<file path="src/rtl/pcstk_pkg.sv">
// Constants, register indices and carrier types for the program flow core.
// Assumes a single core clock shared by decoder, interrupt logic and data memory.
package pcstk_pkg;
    localparam int PC_W        = 13;
    localparam int STK_DEPTH   = 8;
    localparam int HOLD_W      = 5;
    localparam int TGT_W       = 11;
    localparam int FADDR_W     = 8;
    localparam int EADDR_W     = 9;
    localparam int APB_AW      = 12;

    // Register indices; the byte address is four times the index.
    localparam logic [7:0] IDX_IND    = 8'h00;
    localparam logic [7:0] IDX_PCL    = 8'h02;
    localparam logic [7:0] IDX_STATUS = 8'h03;
    localparam logic [7:0] IDX_PTR    = 8'h04;
    localparam logic [7:0] IDX_HOLD   = 8'h0A;
    localparam logic [7:0] IDX_FLAG   = 8'h0C;
    localparam logic [7:0] IDX_EN     = 8'h8C;
    localparam logic [7:0] IDX_CAUSE  = 8'h8E;

    localparam int CAUSE_POR_BIT   = 1;
    localparam int CAUSE_BOR_BIT   = 0;
    localparam int STATUS_BANK_BIT = 7;
    localparam int HOLD_CG_HI      = 4;
    localparam int HOLD_CG_LO      = 3;
    localparam int IND_SELF_W      = 7;

    localparam logic [PC_W-1:0]   PC_RESET    = 13'h0000;
    localparam logic [PC_W-1:0]   PC_VECTOR   = 13'h0004;
    localparam logic [7:0]        CAUSE_RESET = 8'h00;
    localparam logic [7:0]        CAUSE_MASK  = 8'h03;
    localparam logic [HOLD_W-1:0] HOLD_RESET  = 5'h00;
    localparam logic [7:0]        BYTE_ZERO   = 8'h00;

    typedef struct packed {
        logic                step;
        logic                pcl_wr;
        logic [7:0]          pcl_data;
        logic                jump;
        logic                call;
        logic [TGT_W-1:0]    target;
        logic                vector;
        logic                ret;
    } flow_req_s;

    typedef struct packed {
        logic                rd;
        logic                wr;
        logic [FADDR_W-1:0]  addr;
    } file_req_s;

    typedef struct packed {
        logic                rd;
        logic                wr;
        logic [EADDR_W-1:0]  addr;
        logic                zero;
    } mem_acc_s;

    function automatic logic [APB_AW-1:0] reg_byte_addr(input logic [7:0] idx);
        reg_byte_addr = {2'b00, idx, 2'b00};
    endfunction : reg_byte_addr
endpackage : pcstk_pkg

</file>
<file path="src/rtl/ret_stack.sv">
// Circular return stack with a hidden wrapping pointer.
// Assumes push and pop are never requested in the same cycle.
`timescale 1ns/1ps
module ret_stack
    import pcstk_pkg::*;
#(
    parameter int DEPTH = STK_DEPTH,
    parameter int WIDTH = PC_W
) (
    input  wire logic             pclk,
    input  wire logic             presetn,
    input  wire logic             push,
    input  wire logic             pop,
    input  wire logic [WIDTH-1:0] din,
    output logic      [WIDTH-1:0] top
);
    localparam int PW = $clog2(DEPTH);

    initial begin
        if (DEPTH < 2 || (1 << PW) != DEPTH) begin
            $error("ret_stack depth must be a power of two");
        end
    end

    logic [WIDTH-1:0] mem [DEPTH];
    logic [PW-1:0]    ptr_r;

    // No full or empty flag exists; the pointer simply wraps.
    always_ff @(posedge pclk or negedge presetn) begin
        if (!presetn) begin
            ptr_r <= '0;
        end else if (push) begin
            ptr_r <= ptr_r + 1'b1; // (RL16) (RL17) (RL22)
        end else if (pop) begin
            ptr_r <= ptr_r - 1'b1; // (RL22)
        end
    end

    always_ff @(posedge pclk) begin
        if (push) begin
            mem[ptr_r] <= din; // (RL12) (RL16)
        end
    end

    assign top = mem[PW'(ptr_r - 1'b1)]; // (RL22)

    a_push_wrap: assert property (@(posedge pclk) disable iff (!presetn) // (RL16)
        push && ptr_r == PW'(DEPTH - 1) |=> ptr_r == '0)
        else $error("stack pointer did not wrap on push");

    a_lifo_top: assert property (@(posedge pclk) disable iff (!presetn) // (RL22)
        push |=> top == $past(din))
        else $error("pushed value is not on top");
endmodule : ret_stack

</file>
<file path="src/rtl/pc_stack_indirect_core.sv">
// Program counter, return stack, indirect addressing, reset cause and peripheral flags.
// Assumes the decoder, interrupt logic and data memory share pclk; APB registers.
//
// Operation
// (RL1) Peripheral flags set on their event regardless of enable bits.
// (RL2) Software clears stale flags before enabling the matching interrupt.
// (RL3) Cause bit 1 reads 0 after power-on, hardware only clears it.
// (RL4) Cause bit 0 cleared by brown-out reset; software sets it afterwards.
// (RL5) Brown-out bit undefined after power-on or with the circuit disabled.
// (RL6) Upper six cause bits always read zero.
// (RL7) Program counter is 13 bits; low byte readable, upper bits hidden.
// (RL8) Every reset clears the program counter.
// (RL9) Low byte write loads upper bits from holding bits 4 to 0.
// (RL10) Call or goto take top two bits from holding bits 4 and 3.
// (RL11) Computed jumps do not carry; software keeps tables in 256 words.
// (RL12) Return stack holds 8 entries of 13 bits, pointer hidden.
// (RL13) Calls and interrupt vectoring push the current program counter.
// (RL14) Return, return with literal and interrupt return pop the stack.
// (RL15) Pushes and pops leave the holding register unchanged.
// (RL16) Stack is circular; the ninth push overwrites the first entry.
// (RL17) No overflow or underflow status exists.
// (RL18) Indirect port has no storage; accesses go to pointed location.
// (RL19) Indirect read of the indirect port itself returns zero.
// (RL20) Indirect write of the indirect port itself stores nothing.
// (RL21) Effective address is bank bit over 8-bit pointer; bank unused.
// (RL22) Stack is last-in first-out with a pointer wrapping modulo eight.
//
// Added by the designer: register access over APB.
`timescale 1ns/1ps
module pc_stack_indirect_core
    import pcstk_pkg::*;
#(
    parameter int  DEPTH     = STK_DEPTH,
    parameter bit  BANK_USED = 1'b0
) (
    input  wire logic              pclk,
    input  wire logic              presetn,
    input  wire logic              por_rstn,
    input  wire logic              psel,
    input  wire logic              penable,
    input  wire logic              pwrite,
    input  wire logic [APB_AW-1:0] paddr,
    input  wire logic [31:0]       pwdata,
    output logic      [31:0]       prdata,
    output logic                   pready,
    output logic                   pslverr,
    input  wire flow_req_s         flow,
    input  wire file_req_s         file,
    input  wire logic [7:0]        irq_event,
    input  wire logic              brownout_flag,
    input  wire logic              brownout_circuit_enable_cfg,
    output logic      [PC_W-1:0]   pc,
    output mem_acc_s               mem,
    output logic                   irq_pending
);
    initial begin
        if (DEPTH != STK_DEPTH) begin
            $error("return stack depth must be eight");
        end
    end

    logic [PC_W-1:0]   pc_r;
    logic [PC_W-1:0]   pc_nxt;
    logic [HOLD_W-1:0] hold_r;
    logic [7:0]        ptr_r;
    logic              bank_r;
    logic [7:0]        flag_r;
    logic [7:0]        en_r;
    logic [7:0]        cause_r;
    logic              first_r;
    logic [1:0]        bor_sync_r;
    logic [1:0]        brownout_circuit_enable_cfg_sync_r;
    logic              pready_r;
    logic              pslverr_r;
    logic [31:0]       prdata_r;
    logic [31:0]       rd_nxt;
    logic              hit_nxt;
    mem_acc_s          mem_r;
    logic              irq_r;
    logic [PC_W-1:0]   stk_top;
    logic              push;
    logic              pop;
    logic              apb_wr;
    logic [7:0]        idx;
    logic              ind_sel;
    logic              ind_self;

    function automatic logic idx_ok(input logic [APB_AW-1:0] a);
        idx_ok = (a[1:0] == 2'b00) && (a[APB_AW-1:10] == '0);
    endfunction : idx_ok

    assign idx    = paddr[9:2];
    assign apb_wr = psel && penable && pready_r && pwrite && !pslverr_r;

    // Stack traffic follows the flow requests of the decoder.
    assign push = flow.vector || (!flow.ret && flow.jump && flow.call); // (RL13)
    assign pop  = !flow.vector && flow.ret; // (RL14)

    ret_stack #(
        .DEPTH (DEPTH),
        .WIDTH (PC_W)
    ) u_stack (
        .pclk    (pclk),
        .presetn (presetn),
        .push    (push),
        .pop     (pop),
        .din     (pc_r),
        .top     (stk_top)
    );

    // Vectoring beats a return, which beats a jump, a low byte load and a step.
    always_comb begin
        pc_nxt = pc_r;
        if (flow.vector) begin
            pc_nxt = PC_VECTOR; // (RL13)
        end else if (flow.ret) begin
            pc_nxt = stk_top; // (RL14)
        end else if (flow.jump) begin
            pc_nxt = {hold_r[HOLD_CG_HI:HOLD_CG_LO], flow.target}; // (RL10)
        end else if (flow.pcl_wr) begin
            pc_nxt = {hold_r, flow.pcl_data}; // (RL9)
        end else if (apb_wr && idx == IDX_PCL) begin
            pc_nxt = {hold_r, pwdata[7:0]}; // (RL9)
        end else if (flow.step) begin
            pc_nxt = pc_r + 1'b1;
        end
    end

    always_ff @(posedge pclk or negedge presetn) begin
        if (!presetn) begin
            pc_r <= PC_RESET; // (RL8)
        end else begin
            pc_r <= pc_nxt; // (RL7)
        end
    end

    // The holding register only changes by software writes, never by stack traffic.
    always_ff @(posedge pclk or negedge presetn) begin
        if (!presetn) begin
            hold_r <= HOLD_RESET;
        end else if (apb_wr && idx == IDX_HOLD) begin
            hold_r <= pwdata[HOLD_W-1:0]; // (RL15)
        end
    end

    always_ff @(posedge pclk or negedge presetn) begin
        if (!presetn) begin
            ptr_r  <= BYTE_ZERO;
            bank_r <= 1'b0;
        end else begin
            if (apb_wr && idx == IDX_PTR) begin
                ptr_r <= pwdata[7:0];
            end
            if (apb_wr && idx == IDX_STATUS) begin
                bank_r <= pwdata[STATUS_BANK_BIT];
            end
        end
    end

    // A flag event in the same cycle as a software clear still sets the flag.
    always_ff @(posedge pclk or negedge presetn) begin
        if (!presetn) begin
            flag_r <= BYTE_ZERO;
        end else if (apb_wr && idx == IDX_FLAG) begin
            flag_r <= pwdata[7:0] | irq_event; // (RL1)
        end else begin
            flag_r <= flag_r | irq_event; // (RL1)
        end
    end

    always_ff @(posedge pclk or negedge presetn) begin
        if (!presetn) begin
            en_r  <= BYTE_ZERO;
            irq_r <= 1'b0;
        end else begin
            if (apb_wr && idx == IDX_EN) begin
                en_r <= pwdata[7:0];
            end
            irq_r <= |(flag_r & en_r);
        end
    end

    // Brown-out status arrives from the reset circuitry, outside this clock.
    always_ff @(posedge pclk or negedge por_rstn) begin
        if (!por_rstn) begin
            bor_sync_r   <= 2'b00;
            brownout_circuit_enable_cfg_sync_r <= 2'b00;
        end else begin
            bor_sync_r   <= {bor_sync_r[0], brownout_flag};
            brownout_circuit_enable_cfg_sync_r <= {brownout_circuit_enable_cfg_sync_r[0], brownout_circuit_enable_cfg};
        end
    end

    always_ff @(posedge pclk or negedge presetn) begin
        if (!presetn) begin
            first_r <= 1'b1;
        end else begin
            first_r <= 1'b0;
        end
    end

    // Cause bits survive ordinary resets; only power-on reset initialises them.
    always_ff @(posedge pclk or negedge por_rstn) begin
        if (!por_rstn) begin
            cause_r <= CAUSE_RESET; // (RL3) (RL5)
        end else begin
            if (apb_wr && idx == IDX_CAUSE) begin
                cause_r <= pwdata[7:0] & CAUSE_MASK; // (RL6)
            end
            if (first_r && bor_sync_r[1] && brownout_circuit_enable_cfg_sync_r[1]) begin
                cause_r[CAUSE_BOR_BIT] <= 1'b0; // (RL4)
            end
        end
    end

    // Indirect accesses are steered to the pointed location each cycle.
    assign ind_sel  = (file.addr == IDX_IND); // (RL18)
    assign ind_self = ind_sel && (ptr_r[IND_SELF_W-1:0] == IDX_IND[IND_SELF_W-1:0]);

    always_ff @(posedge pclk or negedge presetn) begin
        if (!presetn) begin
            mem_r <= '0;
        end else begin
            mem_r.rd   <= file.rd && !ind_self; // (RL19)
            mem_r.wr   <= file.wr && !ind_self; // (RL20)
            mem_r.zero <= file.rd && ind_self; // (RL19)
            if (ind_sel) begin
                mem_r.addr <= {BANK_USED & bank_r, ptr_r}; // (RL21)
            end else begin
                mem_r.addr <= {1'b0, file.addr};
            end
        end
    end

    always_comb begin
        rd_nxt  = '0;
        hit_nxt = 1'b1;
        unique case (idx)
            IDX_IND:    rd_nxt[7:0] = BYTE_ZERO;
            IDX_PCL:    rd_nxt[7:0] = pc_r[7:0]; // (RL7)
            IDX_STATUS: rd_nxt[STATUS_BANK_BIT] = bank_r;
            IDX_PTR:    rd_nxt[7:0] = ptr_r;
            IDX_HOLD:   rd_nxt[HOLD_W-1:0] = hold_r;
            IDX_FLAG:   rd_nxt[7:0] = flag_r;
            IDX_EN:     rd_nxt[7:0] = en_r;
            IDX_CAUSE:  rd_nxt[7:0] = cause_r & CAUSE_MASK; // (RL6)
            default:    hit_nxt = 1'b0;
        endcase
        if (!idx_ok(paddr)) begin
            hit_nxt = 1'b0;
        end
        if (!hit_nxt) begin
            rd_nxt = '0;
        end
    end

    // No wait state: the answer is registered in the setup cycle and ready in the access cycle.
    always_ff @(posedge pclk or negedge presetn) begin
        if (!presetn) begin
            pready_r  <= 1'b0;
            pslverr_r <= 1'b0;
            prdata_r  <= '0;
        end else if (psel && !penable && !pready_r) begin
            pready_r  <= 1'b1;
            pslverr_r <= !hit_nxt;
            prdata_r  <= pwrite ? 32'h0000_0000 : rd_nxt;
        end else begin
            pready_r  <= 1'b0;
            pslverr_r <= 1'b0;
            prdata_r  <= '0;
        end
    end

    assign prdata      = prdata_r;
    assign pready      = pready_r;
    assign pslverr     = pslverr_r;
    assign pc          = pc_r;
    assign mem         = mem_r;
    assign irq_pending = irq_r;

    a_flag_sets: assert property (@(posedge pclk) disable iff (!presetn) // (RL1)
        |irq_event |=> (flag_r & $past(irq_event)) == $past(irq_event))
        else $error("peripheral flag missed its event");

    a_pcl_load: assert property (@(posedge pclk) disable iff (!presetn) // (RL9)
        flow.pcl_wr && !flow.jump && !flow.ret && !flow.vector
        |=> pc_r == {$past(hold_r), $past(flow.pcl_data)})
        else $error("low byte write did not load upper bits");

    a_jump_upper: assert property (@(posedge pclk) disable iff (!presetn) // (RL10)
        flow.jump && !flow.ret && !flow.vector
        |=> pc_r[PC_W-1:PC_W-2] == $past(hold_r[HOLD_CG_HI:HOLD_CG_LO])
            && pc_r[TGT_W-1:0] == $past(flow.target))
        else $error("jump target upper bits wrong");

    a_reset_pc: assert property (@(posedge pclk) // (RL8)
        !presetn |-> pc_r == PC_RESET)
        else $error("program counter not cleared by reset");

    a_ret_pops: assert property (@(posedge pclk) disable iff (!presetn) // (RL14)
        flow.call && flow.jump && !flow.ret && !flow.vector ##1 flow.ret && !flow.vector
        |=> pc_r == $past(pc_r, 2))
        else $error("return did not restore the pushed address");

    a_hold_kept: assert property (@(posedge pclk) disable iff (!presetn) // (RL15)
        (push || pop) && !(apb_wr && idx == IDX_HOLD) |=> $stable(hold_r))
        else $error("holding register changed by stack traffic");

    a_ind_self: assert property (@(posedge pclk) disable iff (!presetn) // (RL19)
        file.rd && ind_self |=> mem_r.zero && !mem_r.rd)
        else $error("self indirect read not zero");

    a_ind_nowr: assert property (@(posedge pclk) disable iff (!presetn) // (RL20)
        file.wr && ind_self |=> !mem_r.wr)
        else $error("self indirect write reached memory");

    a_cause_hi: assert property (@(posedge pclk) disable iff (!por_rstn) // (RL6)
        cause_r[7:2] == '0)
        else $error("unimplemented cause bits not zero");

    a_ind_addr: assert property (@(posedge pclk) disable iff (!presetn) // (RL21)
        ind_sel && (file.rd || file.wr) && !BANK_USED |=> mem_r.addr == {1'b0, $past(ptr_r)})
        else $error("indirect address not taken from pointer");

    a_vector_pc: assert property (@(posedge pclk) disable iff (!presetn) // (RL13)
        flow.vector |=> pc_r == PC_VECTOR && stk_top == $past(pc_r))
        else $error("vectoring did not push the program counter");

    a_call_push: assert property (@(posedge pclk) disable iff (!presetn) // (RL13)
        flow.jump && flow.call && !flow.ret && !flow.vector |=> stk_top == $past(pc_r))
        else $error("call did not push the program counter");

    a_pop_load: assert property (@(posedge pclk) disable iff (!presetn) // (RL14)
        flow.ret && !flow.vector |=> pc_r == $past(stk_top))
        else $error("return did not load the stack top");

    a_apb_pcl: assert property (@(posedge pclk) disable iff (!presetn) // (RL9)
        apb_wr && idx == IDX_PCL && !flow.vector && !flow.ret && !flow.jump && !flow.pcl_wr
        |=> pc_r == {$past(hold_r), $past(pwdata[7:0])})
        else $error("bus write of the low byte did not load upper bits");

    a_flag_write: assert property (@(posedge pclk) disable iff (!presetn) // (RL1)
        apb_wr && idx == IDX_FLAG |=> flag_r == ($past(pwdata[7:0]) | $past(irq_event)))
        else $error("flag write lost a same-cycle event");

    a_bor_clear: assert property (@(posedge pclk) disable iff (!por_rstn) // (RL4)
        first_r && bor_sync_r[1] && brownout_circuit_enable_cfg_sync_r[1] |=> !cause_r[CAUSE_BOR_BIT])
        else $error("brown-out reset did not clear its cause bit");
endmodule : pc_stack_indirect_core

</file>
<file path="config.mk">
export PLATFORM = sky130hd
export DESIGN_NAME = pc_stack_indirect_core
export DESIGN_NICKNAME = d
export VERILOG_FILES = /design/src/rtl/pcstk_pkg.sv /design/src/rtl/ret_stack.sv /design/src/rtl/pc_stack_indirect_core.sv
export SDC_FILE = /design/constraint.sdc
export NUM_CORES = 1
export LEC_CHECK = 0
export BUFFER_PORTS_ARGS = -buffer_cell sky130_fd_sc_hd__clkbuf_2
export CAP_MARGIN = 30
export CORE_ASPECT_RATIO = 1.5
export CORE_MARGIN = 5
export CORE_UTILIZATION = 50
export DETAILED_ROUTE_END_ITERATION = 8
export PLACE_DENSITY = 0.87
export SETUP_SLACK_MARGIN = 0.02
export SYNTH_ARGS = -nofsm -noshare
export SYNTH_HDL_FRONTEND = slang
export SYNTH_SLANG_ARGS = --single-unit
</file>
<file path="constraint.sdc">
create_clock -name pclk -period 2.35 [get_ports pclk]
set_input_delay 0.235 -clock pclk [delete_from_list [all_inputs] [get_ports pclk]]
set_output_delay 0.235 -clock pclk [all_outputs]
set_load 0.01 [all_outputs]
</file>
==> results_dict.tcl <==
set metrics [dict create \
    power_density_nw_per_um2 1070 \
    ios 155 \
    hold_path_startpoint "file[7]" \
    grt_pass1_wl_um 33400 \
    wl_per_cell_um 22.6 \
    crit_fanout 20 \
    io_buffer_count 105 \
    cts_htree_levels 4 \
    synth_common_cells "104 x edfxtp_1, 74 x dfrtp_1, 39 x nand2_1, 35 x a21oi_1, 26 x mux4_2" \
    final_layout_size_suffix_gt1_share_pct 33.6 \
    first_iter_violations 611 \
    period_share_pct 94.0 \
    dp_slack_ps 285 \
    vias_per_cell 6.17 \
    clkTransAtPathRegs_ps 70 \
    worst_pin_slew_ps 649 \
    final_max_slew_viol_count 0 \
    cts.repair.resized 0 \
    async_flop_share_pct 41.9 \
    grt_usage_pct 23.3 \
    holdWs_ps 15.2 \
    endpoint_kind "register" \
    hold_class "primary input to register" \
    finalWirelength_um 21300 \
    grt-ovfl-total 0 \
    slowest_stage "dfrtp_2" \
    vias 5819 \
    worst-endpoint-required_ps 2640 \
    path_buf_inv 2 \
    arrival_ps 2500 \
    r2r_start "u_stack.ptr_r[0]" \
    cts_tree "built" \
    synth_seq_area_share_pct 61.8 \
    syn_area_um2 8090 \
    synth_edf_count 104 \
    cts.sinks 179 \
    rows 57 \
    finClkSkew_ps 9.08 \
    yosysTopAreaCell "edfxtp_1" \
    start_util_pct 50.4 \
    antenna_found_initial 0 \
    slowest_delay_ps 390 \
    crit_family "compound AO/OA/AOI/OAI gates" \
    synth_ff_type "edfxtp_1" \
    power_mw 10.3 \
    avgSynthCellArea_um2 13.8 \
    synth_seq_cells 179 \
    finalCriticalPeriod_ps 2210 \
    netlist_instances 586 \
    drt-pass1-iter-count 6 \
    dieArea_um2 18900 \
    core_um2 16000 \
    syn2layout_area_growth_pct 19.1 \
    cp-start-kind "register" \
    clock_latency_ps 420 \
    cts_setup_buffers 0 \
    setup_viol 0 \
    cp_cell_sequence "inv_1 -> ha_1 -> buf_12 -> mux4_2 -> a22o_1 -> a211oi_1 -> a21oi_1" \
    post-dp-hpwl_um 15200 \
    hold_buffers 9 \
    clk_path_buf_depth 2 \
    hold_viol 0 \
    n_antenna_cell 0 \
    yosysUniqueCellTypes 64 \
    tns_ps 0 \
    rsz0062_at_grt "false" \
    leakagePower_nw 3.93 \
    slew_headroom_pct 56.7 \
    vdd_drop_max_uv 693 \
    final_cells 943 \
    die_h_um 166 \
    cts_buffers 17 \
    yosysMostFrequentCell "edfxtp_1" \
    remaining_drc_errors 0 \
    synth_top_area_share_pct 38.6 \
    grt_max_degree 32 \
    grt_pass1_vias 5949 \
    die_x_um 114 \
    synth_area_leaders "edfxtp_1 39%, dfrtp_1 23%, mux4_2 7.2%, mux2_2 3.5%, buf_4 2.3%" \
    cts_root_buffer "clkbuf_16" \
    cap_violations 0 \
    fin_nets 822 \
    worst-setup-path-type "register to register" \
    status "finished, final reports clean" \
    max_freq_ghz 0.452 \
    placedCellCount 902 \
    route.antenna.remaining_nets 0 \
    crit_start "u_stack.ptr_r[0]" \
    ys_warn_count 0 \
    place_congestion 0.918 \
    fin_ws_ps 140 \
]
==> cell type report <==
| cell class | count | area (um2) |
|---|---|---|
| fill | 1140 | 6410 |
| clock inverter | 11 | 82.6 |
| tap | 206 | 258 |
| clock buffer | 21 | 504 |
| multi-input combinational | 366 | 2830 |
| inverter | 11 | 41.3 |
| sequential | 179 | 5000 |
| timing repair buffer | 149 | 916 |
==> state kept, by name, summed over array words and instances (netlist names) <==
name,cells
ptr_r,8
prdata,8
mem,11
brownout_circuit_enable_cfg_sync_r,2
first_r,1
pc,13
u_stack.mem,104
en_r,8
bor_sync_r,2
u_stack.ptr_r,3
bank_r,1
flag_r,8
cause_r,2
pready,1
pslverr,1
hold_r,5
irq_pending,1
==> worst reg2reg max path, delay by kind of cell, from the launching register on <==
family / cells / cell delay, ps
muxes: 1 / 330
buffers and inverters: 2 / 280
adders and majority gates: 1 / 360
DFF: 1 / 390
AOI/OAI and AO/OA: 3 / 720
==> path summary, 6_finish.rpt <==
path | to | slack [ps] | cells after the start
worst max-delay path | pc[10] | 140 | 7
worst min register to register | brownout_circuit_enable_cfg_sync_r[1] | 370 | 0
worst min-delay path | mem[8] | 20 | 2
max in group asynchronous | first_r | 1310 | 3
min in group asynchronous | bor_sync_r[0] | 200 | 2
worst max register to register | pc[10] | 140 | 7
==> metal layers <==
layer	vias to the layer above	wire length, um	global-route usage (%)
met4	0	1380	13.9
li1	2469	-	-
met3	97	1670	4.92
met2	399	10800	38.5
met5	-	0	0
met1	2854	7450	27.7
==> where the power goes <==
part	leakage, nW	switching (mW)	internal [mW]	total, mW
sequential	1.90	0.329	4.03	4.36
combinational	1.73	1.75	1.42	3.17
clock	0.291	1.19	1.56	2.75
total	3.93	3.27	7.01	10.3
==> placed cells by master (no fill, tap or decap), types with 10 or more instances in the layout <==
cell / n
clkbuf_2: 104
edfxtp_1: 104
dfrtp_1: 73
nand2_1: 39
a21oi_1: 35
buf_4: 32
mux4_2: 26
conb_1: 26
mux2_2: 25
nor2_1: 22
clkbuf_16: 20
nand3_1: 15
a22oi_1: 14
a211o_1: 12
inv_1: 11
and3_1: 11
and2_1: 10
xnor2_1: 10
==> logic make-up after synthesis <==
family	synth area share [%]
AO/OA/AOI/OAI	9.90
XOR/XNOR	1.52
adder cells (fa/ha/maj)	0.464
buffers and inverters	4.46
flip-flops	61.8
multiplexers	11.7
other	0.0464
AND/OR/NAND/NOR	10.1
==> through the flow <==
step | util, % | instance area [um2]
CTS | 60.0 | 9630
floorplan | - | 8180
global route | 60.0 | 9630
global placement | 55.8 | 8960
detailed placement | 55.8 | 8960
finish | 60.0 | 9630
No activity file was read; power rests on OpenSTA's default activity.
